### src/rtl/cis_pkg.sv
// Shared constants and types of the CPU interrupt sequencer
package cis_pkg;
  // Source counts: flag-type sources take the low indices
  localparam int N_FLAG = 4;
  localparam int N_LVL = 2;
  localparam int N_SRC = N_FLAG + N_LVL;
  localparam int IDX_W = 3;
  localparam int PC_W = 13;
  localparam int SP_W = 16;
  localparam int BYTE_W = 8;
  localparam int CNT_W = 4;
  // Vector table layout in program words
  localparam logic [PC_W-1:0] APP_START = 13'h0000;
  localparam logic [PC_W-1:0] BOOT_START = 13'h1C00;
  localparam logic [PC_W-1:0] VEC_STRIDE = 13'h0002;
  // Cycle counts of entry and return
  localparam logic [CNT_W-1:0] ENTRY_CYC = 4'h4;
  localparam logic [CNT_W-1:0] SLEEP_EXTRA = 4'h4;
  localparam logic [CNT_W-1:0] RETURN_CYC = 4'h4;
  // Status byte and stack pointer
  localparam int GIE_BIT = 7;
  localparam logic [SP_W-1:0] SP_RST = 16'h0000;
  localparam logic [SP_W-1:0] SP_STEP = 16'h0002;

  typedef enum logic [1:0] {
    CIS_RESET,
    CIS_IDLE,
    CIS_ENTRY,
    CIS_RETURN
  } cis_state_t;

  // Instruction boundary report from the execution core
  typedef struct packed {
    logic boundary;
    logic op_sei;
    logic op_cli;
    logic op_return;
    logic sleeping;
    logic [PC_W-1:0] next_pc;
  } cis_core_t;

  // Byte-wide stack access towards data memory
  typedef struct packed {
    logic wr_en;
    logic rd_en;
    logic [SP_W-1:0] addr;
    logic [BYTE_W-1:0] wdata;
  } cis_stack_t;

  // Vector placement and boot lock configuration
  typedef struct packed {
    logic vector_table_select;
    logic boot_reset_vector_fuse;
    logic app_section_lock_bit;
    logic boot_section_lock_bit;
  } cis_lock_t;
endpackage

### src/rtl/cis_sequencer.sv
// Interrupt and reset vectoring sequencer of the 8-bit core
//
// Function
// - Reset and each source own a vector
// - Lower vector address wins; reset first
// - Serve only when individual and global enabled
// - Table select bit moves vectors to boot
// - Boot reset fuse moves reset vector
// - Boot locks may mute interrupts by PC
// - Accepting an interrupt clears global enable
// - Re-enabled global enable allows nesting
// - Return sets global enable
// - Hardware clears flag when vectoring
// - Writing one clears flag, zero keeps
// - Disabled flags stay latched, served by priority
// - Level sources request only while present
// - One main instruction runs after return
// - Global disable acts at once
// - Instruction after global enable runs first
// - Entry takes four cycles, pushes counter
// - Multi-cycle instruction finishes before service
// - Wake from sleep adds four cycles
// - Return takes four cycles, pops, SP plus two
// - Saved program counter is 13 bits
// - Push lowers stack pointer by two
// - Global enable is status bit 7
`timescale 1ns/1ps
module cis_sequencer (
  input wire logic clk_sys, // Core clock, 200 MHz
  input wire logic srst, // Synchronous reset, active high
  input wire cis_pkg::cis_core_t core, // Boundary report from core
  input wire cis_pkg::cis_lock_t lock, // Vector and lock setup
  input wire logic [cis_pkg::N_FLAG-1:0] flag_event, // Flag events
  input wire logic flag_clear_wr, // Flag clear strobe
  input wire logic [cis_pkg::N_FLAG-1:0] flag_clear_data, // Ones clear
  input wire logic [cis_pkg::N_LVL-1:0] level_req, // Level sources
  input wire logic [cis_pkg::N_SRC-1:0] irq_enable, // Per source
  input wire logic status_wr, // Status byte write
  input wire logic [cis_pkg::BYTE_W-1:0] status_wdata, // Its data
  input wire logic sp_wr, // Stack pointer write
  input wire logic [cis_pkg::SP_W-1:0] sp_wdata, // Its data
  input wire logic [cis_pkg::BYTE_W-1:0] stk_rdata, // Read data
  output cis_pkg::cis_stack_t stk, // Stack access
  output logic core_hold, // Stall the core
  output logic pc_load, // Load program counter
  output logic [cis_pkg::PC_W-1:0] pc_value, // New program counter
  output logic global_enable, // Status bit of global enable
  output logic [cis_pkg::SP_W-1:0] sp_value, // Stack pointer
  output logic serve_pulse, // Entry accepted
  output logic [cis_pkg::IDX_W-1:0] serve_idx, // Source accepted
  output logic [cis_pkg::N_FLAG-1:0] flags // Latched flags
);
  import cis_pkg::*;

  typedef struct packed {
    cis_state_t fsm;
    logic [CNT_W-1:0] cnt;
    logic [CNT_W-1:0] last;
    logic gie;
    logic [SP_W-1:0] sp;
    logic [PC_W-1:0] ret_pc;
    logic [PC_W-1:0] vec;
    logic hold;
    logic pc_load;
    logic [PC_W-1:0] pc_val;
    logic serve;
    logic [IDX_W-1:0] idx;
    cis_stack_t stk;
  } cis_seq_st_t;

  cis_seq_st_t st_reg;
  cis_seq_st_t st_next;
  logic win_valid;
  logic [IDX_W-1:0] win_idx;
  logic take;
  logic start_ret;
  logic [PC_W-1:0] table_base;
  logic [PC_W-1:0] vec_addr;

  cis_flag_bank u_flags (
    .clk_sys(clk_sys),
    .srst(srst),
    .event_in(flag_event),
    .clr_wr(flag_clear_wr),
    .clr_data(flag_clear_data),
    .hw_ack(take),
    .hw_idx(win_idx),
    .flags(flags)
  );

  cis_arbiter u_arb (
    .flags(flags),
    .level_req(level_req),
    .enables(irq_enable),
    .pc(core.next_pc),
    .lock(lock),
    .win_valid(win_valid),
    .win_idx(win_idx)
  );

  // Decision only at a finished instruction, never mid-sequence
  assign take = (st_reg.fsm == CIS_IDLE) && core.boundary &&
    win_valid && st_reg.gie &&
    !core.op_cli &&
    !core.op_sei &&
    !core.op_return;
  assign start_ret = (st_reg.fsm == CIS_IDLE) && core.boundary &&
    core.op_return;

  // Vector word: table base plus slot, slot 0 being reset
  assign table_base = lock.vector_table_select ? BOOT_START :
    APP_START;
  assign vec_addr = table_base +
    (PC_W'(win_idx) + 13'h0001) * VEC_STRIDE;

  // Next-state of the sequencer; pulses default low each cycle
  always_comb begin
    st_next = st_reg;
    st_next.pc_load = 1'b0;
    st_next.serve = 1'b0;
    st_next.stk.wr_en = 1'b0;
    st_next.stk.rd_en = 1'b0;
    unique case (st_reg.fsm)
      CIS_RESET: begin
        // Reset vector outranks all; fuse is sampled after release
        st_next.pc_load = 1'b1;
        st_next.pc_val = lock.boot_reset_vector_fuse ? BOOT_START :
          APP_START;
        st_next.fsm = CIS_IDLE;
      end
      CIS_IDLE: begin
        if (sp_wr) begin
          st_next.sp = sp_wdata;
        end
        if (status_wr) begin
          st_next.gie = status_wdata[GIE_BIT];
        end
        if (core.boundary && core.op_sei) begin
          st_next.gie = 1'b1;
        end
        if (core.boundary && core.op_cli) begin
          st_next.gie = 1'b0;
        end
        if (start_ret) begin
          st_next.fsm = CIS_RETURN;
          st_next.hold = 1'b1;
          st_next.cnt = '0;
        end else if (take) begin
          st_next.fsm = CIS_ENTRY;
          st_next.gie = 1'b0;
          st_next.hold = 1'b1;
          st_next.cnt = '0;
          st_next.last = core.sleeping ?
            ENTRY_CYC + SLEEP_EXTRA - 4'h1 :
            ENTRY_CYC - 4'h1;
          st_next.ret_pc = core.next_pc;
          st_next.vec = vec_addr;
          st_next.serve = 1'b1;
          st_next.idx = win_idx;
        end
      end
      CIS_ENTRY: begin
        st_next.cnt = st_reg.cnt + 4'h1;
        // Low byte first at the top, high byte below it
        if (st_reg.cnt == 4'h0) begin
          st_next.stk.wr_en = 1'b1;
          st_next.stk.addr = st_reg.sp;
          st_next.stk.wdata = st_reg.ret_pc[BYTE_W-1:0];
        end
        if (st_reg.cnt == 4'h1) begin
          st_next.stk.wr_en = 1'b1;
          st_next.stk.addr = st_reg.sp - 16'h0001;
          st_next.stk.wdata = {3'h0, st_reg.ret_pc[PC_W-1:BYTE_W]};
          st_next.sp = st_reg.sp - SP_STEP;
        end
        if (st_reg.cnt == st_reg.last) begin
          st_next.hold = 1'b0;
          st_next.pc_load = 1'b1;
          st_next.pc_val = st_reg.vec;
          st_next.fsm = CIS_IDLE;
        end
      end
      CIS_RETURN: begin
        st_next.cnt = st_reg.cnt + 4'h1;
        // Read data arrives one cycle after the read strobe
        if (st_reg.cnt == 4'h0) begin
          st_next.stk.rd_en = 1'b1;
          st_next.stk.addr = st_reg.sp + 16'h0001;
        end
        if (st_reg.cnt == 4'h1) begin
          st_next.stk.rd_en = 1'b1;
          st_next.stk.addr = st_reg.sp + SP_STEP;
        end
        if (st_reg.cnt == 4'h2) begin
          st_next.ret_pc[PC_W-1:BYTE_W] = stk_rdata[PC_W-BYTE_W-1:0];
        end
        if (st_reg.cnt == 4'h3) begin
          st_next.ret_pc[BYTE_W-1:0] = stk_rdata;
        end
        if (st_reg.cnt == RETURN_CYC - 4'h1) begin
          st_next.hold = 1'b0;
          st_next.pc_load = 1'b1;
          st_next.pc_val = {st_reg.ret_pc[PC_W-1:BYTE_W], stk_rdata};
          st_next.sp = st_reg.sp + SP_STEP;
          st_next.gie = 1'b1;
          st_next.fsm = CIS_IDLE;
        end
      end
    endcase
  end

  // Status byte other than bit 7 is left to handler software
  always_ff @(posedge clk_sys) begin
    if (srst) begin
      st_reg <= '0;
      st_reg.fsm <= CIS_RESET;
      st_reg.sp <= SP_RST;
    end else begin
      st_reg <= st_next;
    end
  end

  assign stk = st_reg.stk;
  assign core_hold = st_reg.hold;
  assign pc_load = st_reg.pc_load;
  assign pc_value = st_reg.pc_val;
  assign global_enable = st_reg.gie;
  assign sp_value = st_reg.sp;
  assign serve_pulse = st_reg.serve;
  assign serve_idx = st_reg.idx;

  // Checks next to the logic they guard
  chk_take_enabled: assert property (
    @(posedge clk_sys) disable iff (srst)
    take |-> (st_reg.gie && irq_enable[win_idx]))
    else $error("interrupt taken while disabled");

  chk_entry_gie: assert property (
    @(posedge clk_sys) disable iff (srst)
    take |=> !global_enable [*4])
    else $error("global enable not cleared on entry");

  chk_cli_now: assert property (
    @(posedge clk_sys) disable iff (srst)
    (core.boundary && core.op_cli) |-> !take ##1 !global_enable)
    else $error("interrupt taken at global disable");

  chk_sei_next: assert property (
    @(posedge clk_sys) disable iff (srst)
    (core.boundary && core.op_sei && st_reg.fsm == CIS_IDLE) |=>
    !serve_pulse)
    else $error("interrupt taken right at global enable");

  chk_only_boundary: assert property (
    @(posedge clk_sys) disable iff (srst)
    serve_pulse |-> ($past(core.boundary) && !$past(core_hold)))
    else $error("interrupt taken mid instruction");

  chk_entry_len: assert property (
    @(posedge clk_sys) disable iff (srst)
    (take && !core.sleeping) |=> core_hold [*4] ##1
    (!core_hold && pc_load))
    else $error("entry not four cycles");

  chk_sleep_len: assert property (
    @(posedge clk_sys) disable iff (srst)
    (take && core.sleeping) |=> core_hold [*8] ##1
    (!core_hold && pc_load))
    else $error("wake entry not eight cycles");

  chk_vector_addr: assert property (
    @(posedge clk_sys) disable iff (srst)
    (take && !core.sleeping) |-> ##5 pc_value == $past(vec_addr, 5))
    else $error("wrong vector address");

  chk_push_sp: assert property (
    @(posedge clk_sys) disable iff (srst)
    take |-> ##5 sp_value == $past(sp_value, 5) - SP_STEP)
    else $error("stack pointer not lowered by two");

  chk_return_seq: assert property (
    @(posedge clk_sys) disable iff (srst)
    start_ret |=> core_hold [*4] ##1
    (pc_load && global_enable && sp_value == $past(sp_value, 5) +
     SP_STEP))
    else $error("return sequence wrong");

  chk_reset_vec: assert property (
    @(posedge clk_sys) disable iff (srst)
    (st_reg.fsm == CIS_RESET && lock.boot_reset_vector_fuse) |=>
    (pc_load && pc_value == BOOT_START))
    else $error("reset vector not relocated");

  chk_reset_app: assert property (
    @(posedge clk_sys) disable iff (srst)
    (st_reg.fsm == CIS_RESET && !lock.boot_reset_vector_fuse) |=>
    (pc_load && pc_value == APP_START))
    else $error("reset vector not at table start");

  chk_table_boot: assert property (
    @(posedge clk_sys) disable iff (srst)
    (take && !core.sleeping && lock.vector_table_select) |->
    ##5 (pc_value > BOOT_START))
    else $error("vector table not relocated");

  chk_flag_hw_clr: assert property (
    @(posedge clk_sys) disable iff (srst)
    (take && win_idx < 3'h4 && !flag_event[win_idx[1:0]]) |=>
    !flags[serve_idx[1:0]])
    else $error("served flag not cleared");

  chk_flag_wr_clr: assert property (
    @(posedge clk_sys) disable iff (srst)
    (flag_clear_wr && flag_clear_data[0] && !flag_event[0]) |=>
    !flags[0])
    else $error("flag not cleared by write of one");

  chk_flag_keep: assert property (
    @(posedge clk_sys) disable iff (srst)
    (flags[0] && !(flag_clear_wr && flag_clear_data[0]) &&
     !(take && win_idx == 3'h0)) |=> flags[0])
    else $error("pending flag lost");

  chk_flag_set: assert property (
    @(posedge clk_sys) disable iff (srst)
    flag_event[0] |=> flags[0])
    else $error("flag event lost to a clear");

  chk_level_gone: assert property (
    @(posedge clk_sys) disable iff (srst)
    (take && !(level_req[0] && irq_enable[4])) |->
    win_idx != 3'h4)
    else $error("vanished level request taken");

  chk_gie_write: assert property (
    @(posedge clk_sys) disable iff (srst)
    (st_reg.fsm == CIS_IDLE && status_wr && !core.boundary) |=>
    global_enable == $past(status_wdata[GIE_BIT]))
    else $error("status write missed global enable");

  chk_lock_mute: assert property (
    @(posedge clk_sys) disable iff (srst)
    ((lock.app_section_lock_bit && lock.vector_table_select &&
      core.next_pc < BOOT_START) ||
     (lock.boot_section_lock_bit && !lock.vector_table_select &&
      core.next_pc >= BOOT_START)) |-> !take)
    else $error("interrupt taken while boot lock mutes it");

  chk_push_bytes: assert property (
    @(posedge clk_sys) disable iff (srst)
    take |-> ##2 (stk.wr_en && stk.addr == $past(sp_value, 2)) ##1
    (stk.wr_en && stk.addr == $past(sp_value, 3) - 16'h0001))
    else $error("return address not pushed");

  chk_pop_reads: assert property (
    @(posedge clk_sys) disable iff (srst)
    start_ret |-> ##2 (stk.rd_en && stk.addr == sp_value + 16'h0001)
    ##1 (stk.rd_en && stk.addr == sp_value + SP_STEP))
    else $error("return address not popped");
endmodule

### src/rtl/cis_flag_bank.sv
// Latched interrupt flags of the flag-type sources
`timescale 1ns/1ps
module cis_flag_bank (
  input wire logic clk_sys, // Core clock
  input wire logic srst, // Synchronous reset
  input wire logic [cis_pkg::N_FLAG-1:0] event_in, // Source events
  input wire logic clr_wr, // Software flag write
  input wire logic [cis_pkg::N_FLAG-1:0] clr_data, // Ones clear
  input wire logic hw_ack, // Vectored to any source, flag or level
  input wire logic [cis_pkg::IDX_W-1:0] hw_idx, // Source being served
  output logic [cis_pkg::N_FLAG-1:0] flags // Latched flags
);
  import cis_pkg::*;

  typedef struct packed {
    logic [N_FLAG-1:0] flag;
  } cis_flag_st_t;

  cis_flag_st_t st_reg;
  cis_flag_st_t st_next;

  // Per flag: a new event beats any clear in the same cycle
  always_comb begin
    st_next = st_reg;
    for (int i = 0; i < N_FLAG; i++) begin
      if (clr_wr && clr_data[i]) begin
        st_next.flag[i] = 1'b0;
      end
      if (hw_ack && hw_idx == i[IDX_W-1:0]) begin
        st_next.flag[i] = 1'b0;
      end
      if (event_in[i]) begin
        st_next.flag[i] = 1'b1;
      end
    end
  end

  always_ff @(posedge clk_sys) begin
    if (srst) begin
      st_reg <= '0;
    end else begin
      st_reg <= st_next;
    end
  end

  assign flags = st_reg.flag;
endmodule

### src/rtl/cis_arbiter.sv
// Fixed-priority selection among enabled pending requests
`timescale 1ns/1ps
module cis_arbiter (
  input wire logic [cis_pkg::N_FLAG-1:0] flags, // Latched flags
  input wire logic [cis_pkg::N_LVL-1:0] level_req, // Level requests
  input wire logic [cis_pkg::N_SRC-1:0] enables, // Individual enables
  input wire logic [cis_pkg::PC_W-1:0] pc, // Current program counter
  input wire cis_pkg::cis_lock_t lock, // Vector and lock setup
  output logic win_valid, // Some request may be taken
  output logic [cis_pkg::IDX_W-1:0] win_idx // Winning source index
);
  import cis_pkg::*;

  logic [N_SRC-1:0] req;
  logic pc_in_boot;
  logic suppress;

  // Level sources are not latched, so a vanished condition is no request
  assign req = {level_req, flags} & enables;

  // Boot locks mute interrupts whose table lies in the other section
  assign pc_in_boot = (pc >= BOOT_START);
  assign suppress =
    (lock.app_section_lock_bit && !pc_in_boot &&
     lock.vector_table_select) ||
    (lock.boot_section_lock_bit && pc_in_boot &&
     !lock.vector_table_select);

  // Lowest index, hence lowest vector address, wins
  always_comb begin
    win_valid = 1'b0;
    win_idx = '0;
    for (int i = N_SRC - 1; i >= 0; i--) begin
      if (req[i]) begin
        win_valid = !suppress;
        win_idx = i[IDX_W-1:0];
      end
    end
  end
endmodule

### config.mk
export PLATFORM = sky130hd
export DESIGN_NAME = cis_sequencer
export DESIGN_NICKNAME = d
export VERILOG_FILES = /design/src/rtl/cis_pkg.sv /design/src/rtl/cis_sequencer.sv /design/src/rtl/cis_flag_bank.sv /design/src/rtl/cis_arbiter.sv
export SDC_FILE = /design/constraint.sdc
export NUM_CORES = 1
export LEC_CHECK = 0
export BUFFER_PORTS_ARGS = -buffer_cell sky130_fd_sc_hd__buf_2
export CORE_ASPECT_RATIO = 0.7
export CORE_UTILIZATION = 38
export CTS_BUF_LIST = sky130_fd_sc_hd__clkbuf_16
export CTS_CLUSTER_DIAMETER = 150
export CTS_CLUSTER_SIZE = 40
export DETAILED_ROUTE_END_ITERATION = 12
export PLACE_DENSITY = 0.56
export SETUP_SLACK_MARGIN = 0.5
export SLEW_MARGIN = 10
export SYNTH_ARGS = -nofsm -noshare
export SYNTH_HDL_FRONTEND = slang
export SYNTH_HIERARCHICAL = 1
export SYNTH_SLANG_ARGS = --single-unit
### constraint.sdc
create_clock -name clk_sys -period 3.2 [get_ports clk_sys]
set_input_delay 0.64 -clock clk_sys [delete_from_list [all_inputs] [get_ports clk_sys]]
set_output_delay 0.64 -clock clk_sys [all_outputs]
set_load 0.01 [all_outputs]
==> After elaboration in Yosys (flattened, before gate mapping) <==
Index checks and enable logic that the tools add are counted.
{ "classes": {"addsub": 7, "n_lt_le_gt_ge": 1, "n_eq_ne": 20, "n_mux": 60, "bitwise_logic": 5, "reduce_logical": 56} }
{ "ops": {"columns": ["cell", "count"], "rows": [
  ["$mux W17", 3],
  ["$mux W24", 2],
  ["$pmux W16 S3", 1],
  ["$pmux W14 S3", 1],
  ["$mux W16", 2],
  ["$pmux W16 S2", 1],
  ["$mux W15", 2],
  ["$mux W27", 1],
  ["$mux W13", 2],
  ["$mux W26", 1],
  ["$pmux W13 S2", 1],
  ["$mux W1", 25],
  ["$logic_and A1 B1 Y1", 21],
  ["$mux W3", 7],
  ["$reduce_bool A3 Y1", 6],
  ["$add A16 B1 Y16 const B", 1],
  ["$add A16 B2 Y16 const B", 1],
  ["$reduce_and A4 Y1", 4],
  ["$sub A16 B1 Y16 const B", 1],
  ["$sub A16 B2 Y16 const B", 1],
  ["$add A13 B5 Y13", 1],
  ["$ge A13 B13 Y1 const B", 1],
  ["$ne A2 B2 Y1 const B", 6],
  ["$reduce_and A3 Y1", 4],
  ["other kinds (33)", 53]
]} }
{ "word_totals": {"register_bits": 101, "inputBits": 75, "output_inout_bits": 66, "word_cells": 170} }

==> Depth between registers and ports, before layout <==
Gate-level depths: netlist (run 1).
{ "depth": {"word_depth": 20, "ltp_mapped": 10, "depth_no_buf": 9} }

==> By module <==
Netlist (run 1), hierarchy kept.
{ "by_module_without_submodules": {"columns": ["mod", "instances", "cells_each", "area_each_um2", "seq_area_each_um2"], "rows": [
  ["cis_sequencer", 1, 699, 5532.8, 1761.7],
  ["cis_flag_bank", 1, 21, 205.2, 80.1],
  ["cis_arbiter", 1, 19, 108.9, 0.0]
]} }

==> Worst setup path before layout (run 1) <==
OpenSTA, ideal clock, no wires.
{ "synth_timing": {"path_type": "input-to-reg", "start": "in irq_enable[0] (netlist bit)", "end": "reg u_flags.st_reg (netlist bit u_flags/flags[0])", "arrival_time_ps": 2846, "t_required_ps": 3083, "path_slack_ps": 237, "cell_stages": 10, "path_buffers": 1, "cell_sequence": "nand2_1 nand4_1 o311a_1 nor4b_1 and2_1 nand3_1 inv_2 buf_1 or4b_1 a32o_1"} }
{ "synth_via": {"elab_chain_cells": 10, "word_cells_on_any_way": 13, "classes_between": "4 x mux; 1 x bitwise; 8 x reduce/logical"} }
{ "synth_rtl": {"columns": ["element", "line", "source"], "rows": [
  ["start, declared", "cis_sequencer.sv:37", "input wire logic [cis_pkg::N_SRC-1:0] irq_enable,"],
  ["$and A6 B6 Y6 *", "cis_arbiter.sv:19", "assign req = {level_req, flags} & enables;"],
  ["$mux W1 *", "cis_arbiter.sv:34", "if (req[i]) begin"],
  ["net win_valid", "cis_sequencer.sv:73", "logic win_valid;"],
  ["$logic_and A1 B1 Y1 *", "cis_sequencer.sv:102", "assign take = (st_reg.fsm == CIS_IDLE) && core.boundary &&"],
  ["$logic_and A1 B1 Y1 * (2 in series)", "cis_sequencer.sv:103", "win_valid && st_reg.gie &&"],
  ["$logic_and A1 B1 Y1 *", "cis_sequencer.sv:104", "!core.op_cli &&"],
  ["$logic_and A1 B1 Y1 *", "cis_sequencer.sv:105", "!core.op_sei &&"],
  ["net take", "cis_sequencer.sv:75", "logic take;"],
  ["$logic_and A1 B1 Y1 *", "cis_flag_bank.sv:29", "if (hw_ack && hw_idx == i[IDX_W-1:0]) begin"],
  ["$mux W1", "cis_flag_bank.sv:29", null],
  ["$mux W1", "cis_flag_bank.sv:32", "if (event_in[i]) begin"],
  ["end signal, assigned", "cis_flag_bank.sv:42", "st_reg <= st_next;"],
  ["end, declared", "cis_flag_bank.sv:19", "cis_flag_st_t st_reg;"]
]} }
The timed path passes the listed nets; every way through them passes the cells marked *.
A chain may end at the register's enable or synchronous reset.

==> Final worst setup path (run 1) <==
{ "layout_timing": {"start": "reg st_reg[93] (netlist bit)", "end": "reg st_reg (netlist bit stk[16])"} }
{ "layout_via": {"elab_chain_cells": 3, "word_cells_on_any_way": 8, "classes_between": "3 x eq/ne; 3 x mux; 2 x reduce/logical"} }
{ "layout_rtl": {"columns": ["element", "line", "source"], "rows": [
  ["start, declared", "cis_sequencer.sv:71", "cis_seq_st_t st_reg;"],
  ["start signal, assigned", "cis_sequencer.sv:219", "st_reg <= st_next;"],
  ["$eq A4 B1 Y1 or $logic_not A4 Y1 (tied branches)", null, null],
  ["$ne A3 B3 Y1 (no line) (tied with other cells)", null, null],
  ["$reduce_and A3 Y1 (no line) or $pmux W16 S2 (tied branches)", null, null]
]} }
Parallel ways exist; a longest one is shown, timed or not.

==> PnR_summary.wiki, run 1 <==
{| class="wikitable"
! Metric !! Value
|-
| Final-layout worst hold slack || 0.456 ns
|-
| Capturing element type of the critical path || flop
|-
| Htree depth || 3
|-
| Worst-margin pin slew || 0.908 ns
|-
| DRT Pass-1 Iters || 7
|-
| Critical path type || flop to flop
|-
| Part of the Yosys area used for sequential elements || 31.5%
|-
| Worst-case clock buffer depth || 2
|-
| Die span in y || 106 µm
|-
| Max-slew violations || 0
|-
| Post-layout minimum cycle time || 2.62 ns
|-
| Total Wirelength || 18,100 µm
|-
| Layout Cells excl Fill || 997
|-
| Simple-gate share of the synthesized area || 23.2%
|-
| Net count of the finished layout || 882
|-
| Number of setup buffers added after CTS || 0
|-
| Fillers || 1,532
|-
| Setup Total Neg Slack || 0 ns
|-
| Synthesis-stage register bit count || 92
|-
| Half-perimeter wire length after placement || 13,300 µm
|-
| Adder and majority gate portion of the synthesized area || 2.14%
|-
| Post-synthesis to final-layout area growth || 13.6%
|-
| Final count of negative-setup-slack endpoints || 0
|-
| Unrepaired setup endpoints after global routing || yes
|-
| Fraction of final layout cells sized beyond drive strength 1 || 25.1%
|-
| Global-route wire length before repair || 28,700 µm
|-
| Std-Cell Core Area || 14,900 µm²
|-
| Maximum number of pins on one net before global-route repair || 69
|-
| Max Freq || 382 MHz
|-
| Arrival time reported for the critical path endpoint || 2.82 ns
|-
| Clock tree from TritonCTS || built
|-
| DRT iter0 DRCs || 549
|-
| Max-slew headroom || 38.8%
|-
| Syn nets || 824
|-
| Routed length per instance || 18.1 µm
|-
| Clock buffers created by TritonCTS || 9
|-
| Ordered list of cells on the worst path || inv_1, ha_2, or4bb_1, nor4_1, xor2_1, a222oi_1, a211oi_1
|-
| Largest cells by area after synthesis || sky130_fd_sc_hd__dfxtp_1 (32%), sky130_fd_sc_hd__buf_4 (7.4%), sky130_fd_sc_hd__nor2_1 (5.7%)
|-
| Peak supply drop || 0.000247 V
|-
| Setup slack, reg-to-reg || 0.58 ns
|-
| Antenna violations before repair || 0
|-
| Total number of yosys warnings || 6
|-
| Number of vias in the routed layout || 5,730
|-
| Placement row count || 37
|-
| Category of cells accounting for the largest share of critical-path delay || simple AND/OR/NAND/NOR gates
|-
| Share of the synthesized netlist area taken by xor and xnor gates || 5.54%
|-
| Later-pin clock latency in the skew report || 0.34 ns
|-
| Async S/R FF share, synth || 0%
|-
| Top cell types by occurrence after synthesis || sky130_fd_sc_hd__dfxtp_1 (92), sky130_fd_sc_hd__nor2_1 (89), sky130_fd_sc_hd__nand2_1 (64)
|-
| Area of the die || 15,900 µm²
|-
| Number of unique standard cell types used by synthesis || 69
|-
| Worst min path class || flop to flop
|-
| Fin area || 6640 µm²
|-
| # clock sinks || 92
|-
| Proportion of synthesized area in mux cells || 0.877%
|-
| Fraction of the mapped netlist area in compound gates || 23.9%
|-
| Count of buffer and inverter cells on the critical path || 1
|-
| Remaining Overflow, GRT || 0
|-
| PD cells || 417 nW/µm²
|-
| Largest area contributor in the netlist || sky130_fd_sc_hd__dfxtp_1
|-
| Post-synthesis cell area || 5850 µm²
|-
| Hold Violations, Final || 0
|-
| Number of nets still failing antenna checks after routing || 0
|-
| Clk pin slew, worst setup/hold paths || 0.07 ns
|-
| Root Driver || sky130_fd_sc_hd__clkbuf_16
|-
| I/O pin cnt || 141
|-
| Highest fanout seen on the critical path || 8
|-
| Number of placed cells counting well taps || 981
|-
| Mean cell area of the mapped netlist || 7.91 µm²
|-
| Number of global-route vias before repair || 5,361
|-
| Worst clock skew || 0.0110 ns
|-
| Remaining design rule violation count || 0
|-
| Global-route usage over all layers || 23.1%
|-
| Worst path max stage delay || 0.63 ns
|-
| Placer's final routability congestion estimate || 0.878
|-
| Startpoint type of the worst setup path || flop
|-
| Outcome || complete, no violations
|-
| Number of antenna cells inserted || 0
|-
| Final period utilization || 81.8%
|-
| Max-Cap Viols || 0
|-
| Share of the synthesized area in the top cell type || 31.5%
|-
| Width of the chip || 150 µm
|-
| Static Leak || 2.59 nW
|-
| Count leader, synth || sky130_fd_sc_hd__dfxtp_1
|-
| Synthesized instance count || 739
|-
| DR vias/cell || 5.75
|-
| CP required || 3.41 ns
|-
| Starting Density || 39.3%
|-
| Most frequently used flop master after synthesis || sky130_fd_sc_hd__dfxtp_1
|-
| Cell with the largest stage delay on the worst path || sky130_fd_sc_hd__a222oi_1
|-
| Total power after layout || 2.77 mW
|-
| Cell area after placement || 6320 µm²
|-
| Largest family of logic cells by synthesized area || compound AO/OA/AOI/OAI gates
|-
| Number of enable-type register cells in the synthesized netlist || 0
|-
| Cts hold-fix bufs || 0
|-
| I/O Buffers || 133
|}
-- what timing repair did --
action	4_1_cts	5_1_grt
pin swaps	0	1
gates resized for setup	1	3
gates cloned	0	0
endpoints found under the setup margin	1	8
-- final timing paths --
kind / startpoint / to / depth (start not counted)
setup reg to reg: st_reg[93] / stk[16] / 7
hold / removal: serve_idx[1] / serve_idx[1] / 2
setup / recovery: st_reg[93] / stk[16] / 7
hold reg to reg: serve_idx[1] / serve_idx[1] / 2
-- per-layer routing --
metal / global-route usage (%) / share of wire [%] / vias up
met5: 0 / 0 / -
met4: 6.06 / 1.1 / 0
met3: 6.23 / 9.1 / 18
met2: 31.8 / 40 / 235
met1: 34.6 / 50 / 2710
li1: - / - / 2767
-- cells in the final DEF, fill, tap and decap left out, types with 6 or more instances in the layout --
master / instances
sky130_fd_sc_hd__o21ai_0: 20
sky130_fd_sc_hd__nand3_1: 16
sky130_fd_sc_hd__ha_1: 9
sky130_fd_sc_hd__buf_2: 133
sky130_fd_sc_hd__inv_1: 14
sky130_fd_sc_hd__nor3_1: 18
sky130_fd_sc_hd__nor4_1: 10
sky130_fd_sc_hd__nor2b_1: 8
sky130_fd_sc_hd__xnor2_1: 22
sky130_fd_sc_hd__xor2_1: 15
sky130_fd_sc_hd__nand4_1: 13
sky130_fd_sc_hd__and2_1: 6
sky130_fd_sc_hd__a21oi_1: 38
sky130_fd_sc_hd__or3_1: 6
sky130_fd_sc_hd__buf_4: 30
sky130_fd_sc_hd__a311oi_1: 10
sky130_fd_sc_hd__clkbuf_16: 9
sky130_fd_sc_hd__nand2_1: 64
sky130_fd_sc_hd__a222oi_1: 7
sky130_fd_sc_hd__nor4b_1: 6
sky130_fd_sc_hd__a22oi_1: 29
sky130_fd_sc_hd__nor2_1: 89
sky130_fd_sc_hd__a211oi_1: 33
sky130_fd_sc_hd__a221oi_1: 8
sky130_fd_sc_hd__dfxtp_1: 92
-- per-stage QoR --
| stage | utilization, % | setup WS (ns) |
|---|---|---|
| finish | 44.7 | 0.583 |
| global route | 44.7 | 0.423 |
| CTS | 44.6 | 0.566 |
| detailed placement | 42.6 | 0.431 |
| global placement | 42.6 | 0.475 |
| floorplan | - | 0.559 |
-- area by class of cell --
cell class	count	area, µm²	share of cell area, %
flip-flops and latches	92	1840	27.7
clock inverters	7	73.8	1.11
well taps	195	244	3.67
clock buffers	9	225	3.39
repair buffers	164	911	13.7
multi-input cells	514	3290	49.5
inverters	16	60.1	0.904
-- power breakdown --
part | internal [mW] | total (mW) | switching (mW)
sequential | 1.18 | 1.23 | 0.0496
clock | 0.611 | 1.10 | 0.489
combinational | 0.184 | 0.445 | 0.261
total | 1.97 | 2.77 | 0.799
-- worst min-delay path, cell delays in order, from the launching register on --
cell and delay (ns):
sky130_fd_sc_hd__dfxtp_1 0.31, sky130_fd_sc_hd__nand2_1 0.05, sky130_fd_sc_hd__a21oi_1 0.05
-- kinds of logic after synthesis --
family | Yosys count
compound gates | 192
xor+xnor | 37
fa+ha+maj | 10
buf+inv | 133
flops | 92
mux | 5
simple gates | 270
Power figures use the tool's default switching activity.
==> run 2: changes to the inputs <==
- ABC_AREA: default -> 1
- PLACE_DENSITY: 0.56 -> 0.55
- clock period: 3.2 -> 2.7 ns (I/O delays scaled with it)
==> run 2 against run 1 <==
Non-clock buffer count shrank 15. Setup slack gained 0.070 ns. Sequential cell count is the same. Critical path type unchanged. Critical endpoint is now stk[20].
==> PnR_summary.wiki, run 2 <==
{| class="wikitable"
! Metric !! Value
|-
| Outcome || complete, no violations
|-
| Die span in y || 111 µm
|-
| Top cell types by occurrence after synthesis || sky130_fd_sc_hd__nand2_1 (199), sky130_fd_sc_hd__nor2_1 (116), sky130_fd_sc_hd__dfxtp_1 (92)
|-
| Combinational Power Share || 23.9%
|-
| Hold Violations, Final || 0
|-
| Proportion of total power due to net switching || 35.3%
|-
| Sequential share of power || 41.6%
|-
| Max-slew headroom || 61.8%
|-
| Capturing element type of the critical path || flop
|-
| Most frequent standard cell in the layout excluding fill and tap cells || sky130_fd_sc_hd__nand2_1
|-
| Largest cells by area after synthesis || sky130_fd_sc_hd__dfxtp_1 (29%), sky130_fd_sc_hd__nand2_1 (12%), sky130_fd_sc_hd__buf_4 (8.0%)
|-
| Startpoint type of the worst setup path || flop
|-
| Total Wirelength || 19,300 µm
|-
| Fraction of final layout cells sized beyond drive strength 1 || 23.8%
|-
| Ordered list of cells on the worst path || inv_1, ha_1, nand2_1, nand2_2, nand2_4, inv_2, o21ai_1, nor2_1, nor2_1
|-
| Source of the worst register-to-register timing path || st_reg[92]
|-
| Worst-case clock buffer depth || 2
|-
| DRT Pass-1 Iters || 5
|-
| I/O Buffers || 133
|-
| Clk pin slew, worst setup/hold paths || 0.07 ns
|-
| CTS-repair resized insts || 0
|-
| Highest fanout seen on the critical path || 30
|-
| Half-perimeter wire length after placement || 14,500 µm
|-
| Net count of the finished layout || 1,118
|-
| Fraction of met3 tracks used by global routing || 4.10%
|-
| GRT met2 Usage || 29.1%
|-
| Cts hold-fix bufs || 0
|-
| Root Driver || sky130_fd_sc_hd__clkbuf_16
|-
| Post-layout minimum cycle time || 2.05 ns
|-
| Number of enable-type register cells in the synthesized netlist || 0
|-
| Setup Total Neg Slack || 0 ns
|-
| Synthesized instance count || 974
|-
| Worst clock skew || 0.0118 ns
|-
| Max-Cap Viols || 0
|-
| DR vias/cell || 4.99
|-
| Remaining design rule violation count || 0
|-
| PD cells || 517 nW/µm²
|-
| Power share of the clock group || 34.5%
|-
| Number of global-route vias before repair || 5,587
|-
| Starting Density || 39.1%
|-
| Part of the Yosys area used for sequential elements || 28.7%
|-
| Placement row count || 39
|-
| Post-synthesis to final-layout area growth || 10.3%
|-
| Met1 track demand over resource in global routing || 37.8%
|-
| DRT iter0 DRCs || 512
|-
| Antenna violations before repair || 0
|-
| CP required || 2.94 ns
|-
| Arrival time reported for the critical path endpoint || 2.29 ns
|-
| Placer's final routability congestion estimate || 0.931
|-
| Number of unique standard cell types used by synthesis || 41
|-
| Later-pin clock latency in the skew report || 0.36 ns
|-
| Fillers || 1,836
|-
| Worst path max stage delay || 0.39 ns
|-
| Sw Pwr || 1.29 mW
|-
| Worst min path class || input port to flop
|-
| Static Leak || 3.31 nW
|-
| Terminus of the critical flop-to-flop path || stk[20]
|-
| Most frequently used flop master after synthesis || sky130_fd_sc_hd__dfxtp_1
|-
| Synthesis-stage register bit count || 92
|-
| Post-synthesis cell area || 6410 µm²
|-
| Width of the chip || 157 µm
|-
| Max-slew violations || 0
|-
| Global-route wire length before repair || 30,800 µm
|-
| Final count of negative-setup-slack endpoints || 0
|-
| Async S/R FF share, synth || 0%
|-
| Number of setup buffers added after CTS || 0
|-
| Peak supply drop || 0.000289 V
|-
| Hold Path Stages || 3
|-
| Number of vias in the routed layout || 6,301
|-
| Routed length per instance || 15.3 µm
|-
| # clock sinks || 92
|-
| Largest area contributor in the netlist || sky130_fd_sc_hd__dfxtp_1
|-
| Clock buffers created by TritonCTS || 9
|-
| Launch instance of the worst min-delay path || flag_event[1]
|-
| Maximum number of pins on one net before global-route repair || 36
|-
| Area of the die || 17,400 µm²
|-
| Clock tree from TritonCTS || built
|-
| Final-layout worst hold slack || 0.420 ns
|-
| Htree depth || 3
|-
| Cell seen most often among critical-path stages || sky130_fd_sc_hd__nor2_1
|-
| Global-route usage over all layers || 22.7%
|-
| Cell with the largest stage delay on the worst path || sky130_fd_sc_hd__inv_2
|-
| Worst-margin pin slew || 0.569 ns
|-
| Mean cell area of the mapped netlist || 6.58 µm²
|-
| Std-Cell Core Area || 16,400 µm²
|-
| Most Crowded Layer GR || met1
|-
| Max Freq || 489 MHz
|-
| Unrepaired setup endpoints after global routing || yes
|-
| Count leader, synth || sky130_fd_sc_hd__nand2_1
|-
| Setup slack, reg-to-reg || 0.65 ns
|-
| Final period utilization || 75.8%
|-
| I/O pin cnt || 141
|-
| Remaining Overflow, GRT || 0
|-
| Number of antenna cells inserted || 0
|-
| Share of the synthesized area in the top cell type || 28.7%
|-
| P_int || 2.37 mW
|-
| Total number of yosys warnings || 6
|-
| Final core utilization || 43.1%
|-
| Number of nets still failing antenna checks after routing || 0
|-
| Endpoint, Worst Hold || u_flags/flags[1]
|-
| Syn nets || 1,059
|-
| Most frequent cells in the layout || sky130_fd_sc_hd__nand2_1 (199), sky130_fd_sc_hd__buf_2 (133), sky130_fd_sc_hd__nor2_1 (116)
|-
| Worst reg2reg path depth || 9
|-
| Critical path type || flop to flop
|}
-- run 2: changes by cell type after synthesis, sizes merged, moves of 33 or more --
cell / previous run / this run
a211oi: 33 / 0
inv: 15 / 84
o21ai: 21 / 106
nand2: 64 / 221
nand3: 17 / 92
nor2: 89 / 142
-- run 2: stage by stage --
stage | instance area (µm²) | instances | total power [mW] | setup slack [ns]
global route | 7070 | 1263 | 3.87 | 0.441
finish | 7070 | 1263 | 3.66 | 0.653
detailed placement | 6760 | 1247 | 2.41 | 0.333
CTS | 7050 | 1263 | 3.70 | 0.591
global placement | 6760 | 1247 | 2.41 | 0.359
floorplan | 6410 | 974 | 2.20 | 0.839
-- run 2: how the worst max path moves through the flow --
stage           startpoint          endpoint  slack, ns  cells past startpoint
2_1_floorplan     core[12]  u_flags/flags[1]       0.84                     13
3_3_place_gp      core[12]  u_flags/flags[3]       0.36                     14
3_5_place_dp      core[12]  u_flags/flags[1]       0.33                     14
4_1_cts        sp_value[1]           stk[21]       0.59                     12
5_1_grt        sp_value[6]           stk[20]       0.44                      9
6_report        st_reg[92]           stk[20]       0.65                      9
-- run 2: area by class of cell --
cell class,instances,area (µm²),share of cell area (%)
repair buffers,149,786,11.1
clock buffers,9,225,3.18
flip-flops and latches,92,1850,26.1
well taps,225,282,3.98
inverters,85,328,4.64
clock inverters,7,70.1,0.991
multi-input cells,696,3530,50.0
-- run 2: per-layer routing --
layer	wire (µm)	vias to the layer above
met1	10600	2838
met2	7300	192
met5	0	-
met3	1260	10
li1	-	3261
met4	132	0
-- run 2: kinds of logic after synthesis --
group	after synthesis	synth area share [%]
buffers and inverters	186	16.3
xor gates and xnor gates	6	0.820
DFF	92	28.7
adders and majority gates	10	1.95
AOI/OAI and AO/OA	203	17.4
and+or+nand+nor	477	34.8
-- run 2: power groups by stage --
| stage | combinational (mW) | clock, mW | sequential (mW) |
|---|---|---|---|
| 4_1_cts | 0.865 | 1.31 | 1.52 |
| 3_5_place_dp | 0.860 | 0 | 1.55 |
| 5_1_grt | 0.984 | 1.35 | 1.53 |
| 3_3_place_gp | 0.860 | 0 | 1.55 |
| 2_1_floorplan | 0.711 | 0 | 1.49 |
| 6_report | 0.875 | 1.26 | 1.52 |
-- run 2: worst max-delay path: cells and delay by family (launching register included) --
family,cells,cell delay (ns)
adder cells (fa/ha/maj),1,0.21
buffers and inverters,2,0.53
flip-flops,1,0.35
AND/OR/NAND/NOR,5,0.72
AO/OA/AOI/OAI,1,0.13
